--- src/ifs_pkg.sv ---
// shared constants and types for the internal oscillator select and switch block
package ifs_pkg;

  // ----------------------------------------------------------------
  // clock rates and derived cycle counts
  // ----------------------------------------------------------------
  localparam int unsigned MCLK_FREQ_KHZ = 250000;
  localparam int unsigned HF_FREQ_KHZ = 8000;
  localparam int unsigned LF_FREQ_KHZ = 31;
  // half periods round down so no oscillator runs slower than nominal
  localparam int unsigned HF_HALF_CYC = MCLK_FREQ_KHZ / (2 * HF_FREQ_KHZ);
  localparam int unsigned LF_HALF_CYC = MCLK_FREQ_KHZ / (2 * LF_FREQ_KHZ);
  // start-up delays, in rising edges of the oscillator being started
  localparam int unsigned HF_STARTUP_EDGES = 16;
  localparam int unsigned LF_STARTUP_EDGES = 4;

  // ----------------------------------------------------------------
  // register map
  // ----------------------------------------------------------------
  localparam logic [7:0] ADDR_CTRL = 8'h00;
  localparam logic [7:0] ADDR_STATUS = 8'h04;
  localparam int unsigned ADDR_W = 8;

  // frequency select codes
  localparam logic [2:0] SEL_8MHZ = 3'h7;
  localparam logic [2:0] SEL_4MHZ = 3'h6;
  localparam logic [2:0] SEL_31KHZ = 3'h0;
  localparam logic [2:0] SEL_RESET = SEL_4MHZ;

  // status field positions
  localparam int unsigned ST_LOW_STABLE = 0;
  localparam int unsigned ST_HIGH_STABLE = 1;
  localparam int unsigned ST_BUSY = 2;
  localparam int unsigned ST_ACTIVE_LSB = 3;

  // control register, bits 7:0 of the word
  typedef struct packed {
    logic two_speed_startup_enable;
    logic fail_safe_clock_monitor_en;
    logic watchdog_timer_en;
    logic power_up_timer_en;
    logic system_clock_select;
    logic [2:0] internal_freq_select;
  } ifs_ctrl_t;

  localparam ifs_ctrl_t CTRL_RESET = '{1'b0, 1'b0, 1'b0, 1'b0, 1'b0, SEL_RESET};

  typedef enum logic [1:0] {
    SW_IDLE,
    SW_STARTUP,
    SW_WAIT_FALL,
    SW_HOLD_LOW
  } ifs_sw_state_t;

endpackage

--- src/ifs_clock_switch.sv ---
// internal oscillator frequency select and glitch-free clock switch, APB slave
// How it works
// - a free 31 kHz low-frequency oscillator, uncalibrated, is modelled on-chip
// - the low-frequency wave also goes out to the power-up, watchdog and monitor timers
// - low oscillator runs when select is 000 and system clock select is 1
// - it also runs for power-up timer, watchdog, monitor, or two-speed start with 000
// - a status bit shows whether the low oscillator is stable
// - the 8 MHz source passes a postscaler; its taps and the 31 kHz source mux into the clock output
// - the 3-bit select picks one of eight frequencies, 8 MHz down to 31 kHz
// - any reset loads the select with 110, which is 4 MHz
// - switching to a stopped oscillator first waits out its start-up delay
// - a switch waits for a falling edge of the current clock, unless that clock has not settled and is already low
// - after that edge the output stays low until the new clock rises
// - on that rise the output follows the new clock and the switch completes
// - both stability flags always show the live state of their oscillators
// - moves among the 8 MHz to 125 kHz codes need no start-up delay
`timescale 1ns/10ps
module ifs_clock_switch import ifs_pkg::*; #(
  parameter int unsigned HF_STARTUP = HF_STARTUP_EDGES,
  parameter int unsigned LF_STARTUP = LF_STARTUP_EDGES
) (
  input wire logic mclk_i,
  input wire logic rst_n_i,
  input wire logic psel_i,
  input wire logic penable_i,
  input wire logic pwrite_i,
  input wire logic [31:0] paddr_i,
  input wire logic [31:0] pwdata_i,
  output logic [31:0] prdata_o,
  output logic pready_o,
  output logic pslverr_o,
  output logic clock_output_o,
  output logic lf_timer_clk_o,
  output logic low_freq_osc_en_o,
  output logic high_freq_osc_en_o,
  output logic low_osc_stable_flag_o,
  output logic high_osc_stable_flag_o
);

  // ----------------------------------------------------------------
  // declarations
  // ----------------------------------------------------------------
  ifs_ctrl_t ctrl_reg;
  ifs_sw_state_t state_reg;
  logic [2:0] active_reg;
  logic [2:0] target_reg;
  logic clk_out_reg;
  logic lf_en_reg;
  logic hf_en_reg;
  logic lf_tmr_reg;
  logic [7:0] lvl_prev_reg;
  logic lf_lvl;
  logic lf_rise;
  logic lf_stable;
  logic hf_lvl;
  logic hf_rise;
  logic hf_stable;
  logic [6:0] hf_tap;
  logic [7:0] lvls;
  logic [7:0] rises;
  logic [7:0] falls;
  logic lf_en_next;
  logic hf_en_next;
  logic [31:0] rdata_next;
  logic addr_ok;
  logic [ADDR_W-1:0] addr;

  // ----------------------------------------------------------------
  // oscillators and postscaler
  // ----------------------------------------------------------------
  // the low oscillator is a divider; nothing trims it
  ifs_osc #(
    .HALF_CYC(LF_HALF_CYC),
    .STARTUP_EDGES(LF_STARTUP)
  ) u_lf_osc (
    .mclk_i(mclk_i),
    .rst_n_i(rst_n_i),
    .en_i(lf_en_reg),
    .lvl_o(lf_lvl),
    .rise_o(lf_rise),
    .stable_o(lf_stable)
  );

  ifs_osc #(
    .HALF_CYC(HF_HALF_CYC),
    .STARTUP_EDGES(HF_STARTUP)
  ) u_hf_osc (
    .mclk_i(mclk_i),
    .rst_n_i(rst_n_i),
    .en_i(hf_en_reg),
    .lvl_o(hf_lvl),
    .rise_o(hf_rise),
    .stable_o(hf_stable)
  );

  ifs_postscaler #(
    .STAGES(6)
  ) u_post (
    .mclk_i(mclk_i),
    .rst_n_i(rst_n_i),
    .hf_lvl_i(hf_lvl),
    .hf_rise_i(hf_rise),
    .tap_o(hf_tap)
  );

  // mux inputs indexed by select code; code 0 is the low oscillator
  always_comb begin
    lvls = {hf_tap, lf_lvl};
    rises = lvls & ~lvl_prev_reg;
    falls = ~lvls & lvl_prev_reg;
  end

  // previous levels for edge detection on every tap
  always_ff @(posedge mclk_i or negedge rst_n_i) begin
    if (!rst_n_i) begin
      lvl_prev_reg <= '0;
    end else begin
      lvl_prev_reg <= lvls;
    end
  end

  function automatic logic code_stable(input logic [2:0] code, input logic lf_s, input logic hf_s);
    code_stable = (code == SEL_31KHZ) ? lf_s : hf_s;
  endfunction

  // ----------------------------------------------------------------
  // oscillator enables
  // ----------------------------------------------------------------
  // the low oscillator also runs while it is the source or target of a switch
  always_comb begin
    lf_en_next = (ctrl_reg.internal_freq_select == SEL_31KHZ && ctrl_reg.system_clock_select)
      || ctrl_reg.power_up_timer_en || ctrl_reg.watchdog_timer_en
      || ctrl_reg.fail_safe_clock_monitor_en
      || (ctrl_reg.two_speed_startup_enable && ctrl_reg.internal_freq_select == SEL_31KHZ)
      || active_reg == SEL_31KHZ
      || (state_reg != SW_IDLE && target_reg == SEL_31KHZ);
    // high oscillator stops only while the low one is the settled source, to save power
    hf_en_next = active_reg != SEL_31KHZ || (state_reg != SW_IDLE && target_reg != SEL_31KHZ);
  end

  always_ff @(posedge mclk_i or negedge rst_n_i) begin
    if (!rst_n_i) begin
      lf_en_reg <= 1'b0;
      hf_en_reg <= 1'b0;
    end else begin
      lf_en_reg <= lf_en_next;
      hf_en_reg <= hf_en_next;
    end
  end

  // low wave handed to the timers, re-registered for a clean output
  always_ff @(posedge mclk_i or negedge rst_n_i) begin
    if (!rst_n_i) begin
      lf_tmr_reg <= 1'b0;
    end else begin
      lf_tmr_reg <= lf_lvl;
    end
  end

  // ----------------------------------------------------------------
  // switch sequencer
  // ----------------------------------------------------------------
  // a new select taken mid-switch waits until the running switch completes
  always_ff @(posedge mclk_i or negedge rst_n_i) begin
    if (!rst_n_i) begin
      state_reg <= SW_IDLE;
      active_reg <= SEL_RESET;
      target_reg <= SEL_RESET;
      clk_out_reg <= 1'b0;
    end else begin
      case (state_reg)
        SW_IDLE: begin
          // output stays low until the active source has settled
          clk_out_reg <= lvls[active_reg] && code_stable(active_reg, lf_stable, hf_stable);
          if (ctrl_reg.internal_freq_select != active_reg) begin
            target_reg <= ctrl_reg.internal_freq_select;
            if (code_stable(ctrl_reg.internal_freq_select, lf_stable, hf_stable)) begin
              state_reg <= SW_WAIT_FALL;
            end else begin
              state_reg <= SW_STARTUP;
            end
          end
        end
        SW_STARTUP: begin
          clk_out_reg <= lvls[active_reg] && code_stable(active_reg, lf_stable, hf_stable);
          if (code_stable(target_reg, lf_stable, hf_stable)) begin
            state_reg <= SW_WAIT_FALL;
          end
        end
        SW_WAIT_FALL: begin
          // a source that never settled is already low, so no edge is awaited
          if (falls[active_reg] || !code_stable(active_reg, lf_stable, hf_stable)) begin
            clk_out_reg <= 1'b0;
            state_reg <= SW_HOLD_LOW;
          end else begin
            clk_out_reg <= lvls[active_reg];
          end
        end
        SW_HOLD_LOW: begin
          if (rises[target_reg]) begin
            clk_out_reg <= 1'b1;
            active_reg <= target_reg;
            state_reg <= SW_IDLE;
          end else begin
            clk_out_reg <= 1'b0;
          end
        end
        default: begin
          state_reg <= SW_IDLE;
        end
      endcase
    end
  end

  // ----------------------------------------------------------------
  // APB slave: one wait state, pready rises in the second access cycle
  // ----------------------------------------------------------------
  always_comb begin
    addr = paddr_i[ADDR_W-1:0];
    addr_ok = (paddr_i[31:ADDR_W] == '0) && (addr == ADDR_CTRL || addr == ADDR_STATUS);
    rdata_next = '0;
    if (addr == ADDR_CTRL) begin
      rdata_next[7:0] = ctrl_reg;
    end else if (addr == ADDR_STATUS) begin
      rdata_next[ST_LOW_STABLE] = lf_stable;
      rdata_next[ST_HIGH_STABLE] = hf_stable;
      rdata_next[ST_BUSY] = state_reg != SW_IDLE;
      rdata_next[ST_ACTIVE_LSB +: 3] = active_reg;
    end
    if (!addr_ok) begin
      rdata_next = '0;
    end
  end

  always_ff @(posedge mclk_i or negedge rst_n_i) begin
    if (!rst_n_i) begin
      pready_o <= 1'b0;
      pslverr_o <= 1'b0;
      prdata_o <= '0;
    end else begin
      pready_o <= psel_i && penable_i && !pready_o;
      pslverr_o <= psel_i && penable_i && !pready_o && !addr_ok;
      prdata_o <= (psel_i && penable_i && !pready_o && !pwrite_i) ? rdata_next : '0;
    end
  end

  // control write lands on the edge that completes the transfer; status is read-only
  always_ff @(posedge mclk_i or negedge rst_n_i) begin
    if (!rst_n_i) begin
      ctrl_reg <= CTRL_RESET;
    end else if (psel_i && penable_i && pready_o && pwrite_i && addr_ok && addr == ADDR_CTRL) begin
      ctrl_reg <= pwdata_i[7:0];
    end
  end

  // ----------------------------------------------------------------
  // outputs
  // ----------------------------------------------------------------
  always_comb begin
    clock_output_o = clk_out_reg;
    lf_timer_clk_o = lf_tmr_reg;
    low_freq_osc_en_o = lf_en_reg;
    high_freq_osc_en_o = hf_en_reg;
    low_osc_stable_flag_o = lf_stable;
    high_osc_stable_flag_o = hf_stable;
  end

  // ----------------------------------------------------------------
  // checks
  // ----------------------------------------------------------------
  AST_RESET_SELECT: assert property (@(posedge mclk_i) disable iff (!rst_n_i)
    $rose(rst_n_i) |-> ctrl_reg.internal_freq_select == 3'h6 && active_reg == 3'h6)
    else $error("select not 110 after reset");

  AST_LF_ON_SELECT: assert property (@(posedge mclk_i) disable iff (!rst_n_i)
    (ctrl_reg.internal_freq_select == 3'h0 && ctrl_reg.system_clock_select) |=> low_freq_osc_en_o)
    else $error("low oscillator off while selected");

  AST_LF_ON_TIMERS: assert property (@(posedge mclk_i) disable iff (!rst_n_i)
    (ctrl_reg.watchdog_timer_en || ctrl_reg.power_up_timer_en || ctrl_reg.fail_safe_clock_monitor_en)
    |=> low_freq_osc_en_o)
    else $error("low oscillator off while a timer needs it");

  AST_STARTUP_WAIT: assert property (@(posedge mclk_i) disable iff (!rst_n_i)
    (state_reg == SW_STARTUP && !code_stable(target_reg, lf_stable, hf_stable)) |=> state_reg == SW_STARTUP)
    else $error("switch left start-up before target was stable");

  AST_FALL_TO_HOLD: assert property (@(posedge mclk_i) disable iff (!rst_n_i)
    (state_reg == SW_WAIT_FALL && falls[active_reg]) |=> state_reg == SW_HOLD_LOW && !clock_output_o)
    else $error("falling edge did not start the low hold");

  AST_HOLD_LOW: assert property (@(posedge mclk_i) disable iff (!rst_n_i)
    (state_reg == SW_HOLD_LOW && !rises[target_reg]) |=> !clock_output_o)
    else $error("clock output high during hold");

  AST_CONNECT_NEW: assert property (@(posedge mclk_i) disable iff (!rst_n_i)
    (state_reg == SW_HOLD_LOW && rises[target_reg])
    |=> clock_output_o && state_reg == SW_IDLE && active_reg == $past(target_reg))
    else $error("new clock not connected on its rising edge");

  AST_NO_DELAY_HF: assert property (@(posedge mclk_i) disable iff (!rst_n_i)
    (state_reg == SW_IDLE && hf_stable && active_reg != 3'h0
      && ctrl_reg.internal_freq_select != 3'h0 && ctrl_reg.internal_freq_select != active_reg)
    |=> state_reg == SW_WAIT_FALL)
    else $error("start-up delay inserted between high-side codes");

  AST_STATUS_LIVE: assert property (@(posedge mclk_i) disable iff (!rst_n_i)
    (psel_i && penable_i && !pready_o && !pwrite_i && paddr_i == 32'h4)
    |=> prdata_o[0] == $past(lf_stable) && prdata_o[1] == $past(hf_stable))
    else $error("status flags do not match oscillators");

endmodule // ifs_clock_switch

--- src/ifs_osc.sv ---
// oscillator model: square wave from a divider, with a start-up delay before stable
`timescale 1ns/10ps
module ifs_osc import ifs_pkg::*; #(
  parameter int unsigned HALF_CYC = 15,
  parameter int unsigned STARTUP_EDGES = 16
) (
  input wire logic mclk_i,
  input wire logic rst_n_i,
  input wire logic en_i,
  output logic lvl_o,
  output logic rise_o,
  output logic stable_o
);

  localparam int unsigned CW = $clog2(HALF_CYC + 1);
  localparam int unsigned SW = $clog2(STARTUP_EDGES + 1);
  localparam logic [CW-1:0] HALF_LAST = CW'(HALF_CYC - 1);
  localparam logic [SW-1:0] START_LAST = SW'(STARTUP_EDGES);

  logic [CW-1:0] div_reg;
  logic [SW-1:0] start_reg;
  wire toggle = en_i && (div_reg == HALF_LAST);

  // ----------------------------------------------------------------
  // waveform: a disabled oscillator sits low
  // ----------------------------------------------------------------
  always_ff @(posedge mclk_i or negedge rst_n_i) begin
    if (!rst_n_i) begin
      div_reg <= '0;
      lvl_o <= 1'b0;
      rise_o <= 1'b0;
    end else begin
      div_reg <= (!en_i || toggle) ? '0 : div_reg + 1'b1;
      lvl_o <= en_i && (lvl_o ^ toggle);
      rise_o <= toggle && !lvl_o;
    end
  end

  // start-up delay counted on the oscillator's own edges
  always_ff @(posedge mclk_i or negedge rst_n_i) begin
    if (!rst_n_i) begin
      start_reg <= '0;
      stable_o <= 1'b0;
    end else if (!en_i) begin
      start_reg <= '0;
      stable_o <= 1'b0;
    end else if (rise_o && !stable_o) begin
      start_reg <= start_reg + 1'b1;
      stable_o <= (start_reg == START_LAST - 1'b1);
    end
  end

endmodule // ifs_osc

--- src/ifs_postscaler.sv ---
// postscaler: divides the high-frequency wave into the seven high-side taps
`timescale 1ns/10ps
module ifs_postscaler import ifs_pkg::*; #(
  parameter int unsigned STAGES = 6
) (
  input wire logic mclk_i,
  input wire logic rst_n_i,
  input wire logic hf_lvl_i,
  input wire logic hf_rise_i,
  output logic [STAGES:0] tap_o
);

  logic [STAGES-1:0] cnt_reg;

  // ripple count on high-frequency rising edges; a stopped wave leaves the count where it was
  always_ff @(posedge mclk_i or negedge rst_n_i) begin
    if (!rst_n_i) begin
      cnt_reg <= '0;
    end else if (hf_rise_i) begin
      cnt_reg <= cnt_reg + 1'b1;
    end
  end

  // tap STAGES is the undivided wave, tap k is divided by 2^(STAGES-k)
  assign tap_o[STAGES] = hf_lvl_i;
  for (genvar k = 0; k < STAGES; k++) begin : g_tap
    assign tap_o[k] = cnt_reg[STAGES-1-k];
  end

endmodule // ifs_postscaler

--- config.mk ---
export PLATFORM = sky130hd
export DESIGN_NAME = ifs_clock_switch
export DESIGN_NICKNAME = d
export VERILOG_FILES = /design/src/ifs_pkg.sv /design/src/ifs_clock_switch.sv /design/src/ifs_osc.sv /design/src/ifs_postscaler.sv
export SDC_FILE = /design/constraint.sdc
export NUM_CORES = 1
export LEC_CHECK = 0
export ABC_AREA = 1
export BUFFER_PORTS_ARGS = -buffer_cell sky130_fd_sc_hd__buf_2
export CAP_MARGIN = 5
export CORE_MARGIN = 4
export CORE_UTILIZATION = 58
export CTS_BUF_LIST = sky130_fd_sc_hd__clkbuf_8
export CTS_CLUSTER_SIZE = 8
export DETAILED_ROUTE_END_ITERATION = 16
export GPL_TIMING_DRIVEN = 0
export PLACE_DENSITY = 0.94
export SLEW_MARGIN = 20
export SYNTH_ARGS = -nofsm -noshare
export SYNTH_HDL_FRONTEND = slang
export SYNTH_SLANG_ARGS = --single-unit
--- constraint.sdc ---
create_clock -name mclk_i -period 2.8 [get_ports mclk_i]
set_input_delay 0.42 -clock mclk_i [delete_from_list [all_inputs] [get_ports mclk_i]]
set_output_delay 0.42 -clock mclk_i [all_outputs]
set_load 0.02 [all_outputs]
Yosys cells after proc, flatten, opt, wreduce, memory -nomap -nowiden:

Cells that the tools add are included.

* register bits after elaboration: 74
* latch bits: 0
* memory bits (writable): 0
* ROM bits: 0
* output and inout port bits: 40
* logic and storage cells: 145
* memories: 0

* add/subtract/negate cells: 5
* $mul: 0
* div/mod/pow operators: 0
* magnitude comparators: 2
* equality and inequality tests: 15
* shift-type cells: 0
* multiplexer cells: 33
* bitwise logic cells: 6
* reduce and logical (&&, ||, !) cells: 56

Operators with widths (count)
* 24-bit zero test: 1
* 1-bit logical AND: 22
* 8-bit AND: 2
* 8-bit 2-to-1 mux: 2
* 8-bit NOT: 2
* 12-bit by 1-bit adder with 12-bit output, second input constant: 1
* 12-bit equality test, second input constant: 1
* 1-bit 2-to-1 mux: 12
* 12-bit 2-to-1 mux: 1
* 2-bit 2-to-1 mux: 6
* 6-bit 2-to-1 mux: 2
* 1-bit logical OR: 11
* 1-bit zero test: 10
* 5-bit 2-to-1 mux: 2
* 1-bit binary-select mux with 3-bit select: 3
* 3-bit zero test: 3
* 8-bit by 3-bit equality test with 1-bit output, second input constant: 1
* 8-bit zero test: 1
* 3-bit by 4-bit < comparator with 1-bit output, second input constant: 2
* 2-bit inequality test, second input constant: 4
* 2-bit case mux with 4 select lines: 1
* 6-bit by 1-bit adder with 6-bit output, second input constant: 1
* 3-bit 2-to-1 mux: 2
* 3-bit nonzero test: 2
* 18 further kinds: 22

Depth between registers and ports, before layout:

* depth after elaboration: 8
* gate-level depth with buffers: 11
* gate-level depth less buffers: 10

By module:

Synthesis repeated with hierarchy kept, for this count alone.

* cell total of the unflattened synthesis: 488
* area, all modules: 3933.8 µm²

Modules (own cells, without submodules)
* ifs_clock_switch: times used 1, cells each 291, area an instance 2178.3 µm², sequential area each 933.4 µm²
* ifs_osc (u_lf_osc): times used 1, cells each 105, area an instance 897.1 µm², sequential area each 450.4 µm²
* ifs_osc (u_hf_osc): times used 1, cells each 59, area an instance 563.0 µm², sequential area each 300.3 µm²
* ifs_postscaler: times used 1, cells each 33, area an instance 295.3 µm², sequential area each 150.1 µm²

Worst setup path after synthesis:

Ideal clock, no wire load.

* path kind: register to register
* start: register u_lf_osc.div_reg[0]
* end: register u_lf_osc.lvl_o
* library setup time: 0.073 ns
* arrival time: 1.493 ns
* setup slack: 1.235 ns
* stages on the path, launching flop included: 10
* period minus slack after synthesis: 1.565 ns
* cell sequence: dfrtp_1 > ha_1 > nand4_1 > nor2_1 > inv_1 > nor2_1 > nand4_1 > nor2_1 > ha_1 > nor2_1

* cells in the longest elaborated chain, start to end: 4

Ends and longest elaborated chain
* start: declaration: line ifs_osc.sv:20 `logic [CW-1:0] div_reg;`
* start signal: assignment: line ifs_osc.sv:33 `div_reg <= (!en_i || toggle) ? '0 : div_reg + 1'b1;`
* 12-bit equality test: line ifs_osc.sv:22 `wire toggle = en_i && (div_reg == HALF_LAST);`
* 1-bit logical AND: line ifs_osc.sv:22
* 1-bit bitwise XOR: line ifs_osc.sv:34 `lvl_o <= en_i && (lvl_o ^ toggle);`
* 1-bit logical AND: line ifs_osc.sv:34
* end signal: assignment: line ifs_osc.sv:34
* end: declaration: line ifs_osc.sv:10 `output logic lvl_o,`

Every way passes these cells.
A chain may end at the register's enable or synchronous reset.

Worst setup path after layout:

* start: register u_lf_osc.div_reg[0]
* end: register u_lf_osc.div_reg[9]

* cells in the longest elaborated chain, start to end: 4
* elaborated cells on any way between the ends: 5
* those cells by class: 1 x add/sub; 1 x eq/ne; 1 x mux; 2 x reduce/logical

Ends and longest elaborated chain (line)
* branches (longest 3 deep; another with 12-bit by 1-bit adder with 12-bit output)
* 12-bit 2-to-1 mux *: ifs_osc.sv:33

Mark *: on every way between the ends.

==> results by group <==
Run status
  – Result of the run: completed

Floorplanning
  – Chip width: 88.8 um
  – Number of rows in the core area: 29
  – Die ar.: a little under 0.008 sq mm
  – I/O pin total: 109
  – Chip height: 88.8 um
  – Starting utilization of the core area: 59.7%
  – Area inside the core boundary: 0.00635 sq mm

GRT
  – Largest net degree at the start of global routing: 43
  – GRT Overall Usage: 24.2%
  – Via count of the first global-routing pass: about 3,300
  – Initial antenna violation count: 0
  – Global route overflow: 0
  – Global-route wire length before repair: about 15,000 um

Clock network
  – Clock-pin slew on the worst setup and hold paths: 0.08 ns
  – Total number of H-tree levels: 3
  – Largest buffer count on any clock path: 2
  – Clock sink count: 73
  – Number of resized instances in the post-cts repair step: 0
  – TritonCTS clock tree: yes
  – TritonCTS buffer count: 9
  – Worst skew pair latency: 0.35 ns
  – Cell at the root of the clock tree: sky130_fd_sc_hd__clkbuf_8

Logic synthesis
  – Top-count cell post-synth: sky130_fd_sc_hd__nand2_1
  – Number of warnings reported in the yosys synthesis log: 0
  – Commonest register cell after synthesis: sky130_fd_sc_hd__dfrtp_1
  – Flops & latches, synth: 73
  – Most area-consuming cells after synthesis: sky130_fd_sc_hd__dfrtp_1, sky130_fd_sc_hd__nand2_1, sky130_fd_sc_hd__nor2_1
  – Distinct cell type count after synthesis: 34
  – Top cell type's share of synthesized area: 44.3%
  – Library cell with the largest summed area after synthesis: sky130_fd_sc_hd__dfrtp_1
  – Proportion of synthesized flip-flops having asynchronous set or reset: 100%
  – Post-Syn Area per Cell: 8.27 sq um
  – Sequential cell area fraction in the yosys report: 48.4%
  – Synthesized instance count: 458
  – Post-synth EDFFs: 0
  – Mapped cell area: 0.00379 sq mm
  – Post-synth top cells: sky130_fd_sc_hd__nand2_1, sky130_fd_sc_hd__nor2_1, sky130_fd_sc_hd__dfrtp_1, sky130_fd_sc_hd__inv_1, sky130_fd_sc_hd__nand3_1

Routing
  – Highest metal layer with signal wires: met4
  – Initial DRC Count: around 260
  – DR DRC count: 0
  – Wire length on met2: 4390 um
  – Wire length on met1: 3360 um
  – Total Wirelength: 8560 um
  – Via-per-instance ratio: 5.23
  – Post-route ant nets: 0
  – Routed wire length per instance: about 13 um
  – Count of vias placed by the detailed router: ~3,300
  – First-pass detailed-route iteration total: 5
  – Length of routed met3 wiring: 559 um

Setup path
  – Kind of start point of the critical path: flip-flop
  – Required time of the critical path: just over 3 ns
  – Cell mode on critical path: sky130_fd_sc_hd__nor2_1
  – Category of the critical setup timing path: reg2reg
  – CP Launch Point: u_lf_osc.div_reg[0]$_DFF_PN0_
  – Ordered list of cells on the worst path: ha_1 -> nand4_1 -> nor2_1 -> inv_1 -> nor2_1 -> nand4_1 -> nand2_1 -> nor2_1
  – Cell with the largest stage delay on the worst path: sky130_fd_sc_hd__dfrtp_1
  – Setup crit end kind: flip-flop
  – Reg-to-Reg Start: u_lf_osc.div_reg[0]$_DFF_PN0_
  – Arrival time of the worst setup path: about 2.1 ns
  – Largest stage delay on the critical path: 0.38 ns
  – Max FO, Critical Path: 9

Power
  – Internal power component: between 1.5 and 2 mW
  – Leak pwr: ~2.4 nW
  – Sequential share of power: 48.2%
  – Switching power: 0.489 mW
  – Largest voltage drop on the vdd net: 0.000420 V
  – Relative contribution of the clock network to total power: 46.0%
  – P per Cell Area: 482 mW/mm^2
  – Combinational group share of total power: 5.8%
  – Switching power share of the total: 22.3%

STA
  – Max Clock Freq: 541 MHz
  – Slew Limit Fails: 0
  – Final-layout setup total negative slack: 0 ns
  – Final number of hold-violating endpoints: 0
  – Unrepaired setup endpoints after global routing: no
  – Worst clock skew: between 0.008 and 0.009 ns
  – Worst Tran Pin Value: about 0.54 ns
  – Max transition margin: 63.8%
  – Shortest clock period the worst path allows after layout: 1.85 ns
  – Final setup vio count: 0
  – WHS: about 0.28 ns
  – Final clock period utilization by the worst path: 66.1%

Cells and area
  – Flip-flop count of the largest register after layout: 12
  – Ant. Diodes: 0
  – Ratio of cells with drive above 1 in the final layout: between 20 and 25%
  – Final net count: ~640
  – Layout Area Growth over Synthesis: 20.0%

Placement
  – PortBufs: 60
  – Weighted congestion at the end of routability-driven global placement: 0.914
  – Half-perimeter wire length after placement: ~6500 um

Worst hold path
  – Start point of the worst min-delay path: pwdata_i[2]
  – Class of the most critical hold timing path: in2reg

Run
  – Number of maximum-capacitance constraint violations: 0
cells by family (layout without fill, tap and decap cells):
family	Yosys count	count (layout)	synth area share (%)
AND/OR/NAND/NOR	234	234	27.0
buffers and inverters	83	161	10.8
flip-flops	73	73	48.4
AO/OA/AOI/OAI	40	40	6.04
adder cells (fa/ha/maj)	14	14	4.62
XOR/XNOR	13	13	3.01
other	1	24	0.0990
cells in the final DEF (no fill, tap or decap), types with 4 or more instances in the layout:
master / Yosys / routed
sky130_fd_sc_hd__conb_1: 1 / 24
sky130_fd_sc_hd__inv_1: 54 / 55
sky130_fd_sc_hd__dfstp_2: 6 / 6
sky130_fd_sc_hd__nand4_1: 8 / 8
sky130_fd_sc_hd__a21oi_1: 9 / 9
sky130_fd_sc_hd__nor2_1: 75 / 75
sky130_fd_sc_hd__dfrtp_1: 67 / 67
sky130_fd_sc_hd__clkbuf_8: 0 / 9
sky130_fd_sc_hd__buf_4: 25 / 26
sky130_fd_sc_hd__o21ai_0: 18 / 18
sky130_fd_sc_hd__buf_2: 2 / 61
sky130_fd_sc_hd__nand2_1: 90 / 90
sky130_fd_sc_hd__nor3_1: 6 / 6
sky130_fd_sc_hd__xor2_1: 9 / 9
sky130_fd_sc_hd__ha_1: 14 / 14
sky130_fd_sc_hd__xnor2_1: 4 / 4
sky130_fd_sc_hd__nand3_1: 42 / 42
metal layers:
metal / vias up / track usage, %
li1: 1618 / -
met1: 1542 / 28.5
met2: 135 / 41.6
met3: 30 / 6.42
met4: 0 / 10.7
met5: - / 0
critical path, delay by kind of cell (launching register included):
kind,cells,cell delay [ns]
fa+ha+maj,1,0.21
simple gates,6,1.07
flops,1,0.38
buf+inv,1,0.07
power by group through the flow:
stage / combinational (mW) / clock (mW) / sequential, mW
floorplan: 0.0645 / 0 / 1.08
global placement: 0.118 / 0 / 1.08
detailed placement: 0.126 / 0 / 1.08
CTS: 0.127 / 1.02 / 1.06
global route: 0.141 / 1.07 / 1.06
finish: 0.127 / 1.01 / 1.06
path summary, 6_finish.rpt:
path / end / slack, ns / depth (start not counted)
worst min-delay path: ctrl_reg[2]$_DFFE_PN1P_ / 0.28 / 3
worst max register to register: u_lf_osc.div_reg[9]$_DFF_PN0_ / 0.95 / 8
max in group asynchronous: target_reg[1]$_DFFE_PN1P_ / 1.64 / 3
min in group asynchronous: u_lf_osc.div_reg[2]$_DFF_PN0_ / 0.54 / 2
worst max-delay path: u_lf_osc.div_reg[9]$_DFF_PN0_ / 0.95 / 8
worst min register to register: lvl_prev_reg[1]$_DFF_PN0_ / 0.41 / 0
timing repair:
action                                 4_1_cts  5_1_grt
endpoints found under the hold margin       14        0
setup buffers                                0        0
hold buffers                                 1        0
setup endpoints to repair                    0        0
through the flow:
step / instance area (sq um) / setup slack (ns) / power (mW) / instances / utilization [%]
3_3_place_gp: 4270 / 0.980 / 1.19 / 618 / 67.3
6_report: 4550 / 0.950 / 2.19 / 636 / 71.6
5_1_grt: 4550 / 0.723 / 2.27 / 636 / 71.6
2_1_floorplan: 3870 / 1.23 / 1.14 / 481 / -
4_1_cts: 4550 / 0.942 / 2.21 / 636 / 71.6
3_5_place_dp: 4290 / 0.908 / 1.20 / 619 / 67.6
layout make-up:
type | count | area, sq um
clock inverters | 7 | 119
multi-input cells | 325 | 1630
fillers | 443 | 1800
flip-flops and latches | 73 | 1830
inverters | 55 | 206
repair buffers | 62 | 333
clock buffers | 9 | 124
plain buffers | 28 | 201
well taps | 77 | 96.3
(Power assumes the default switching activity.)
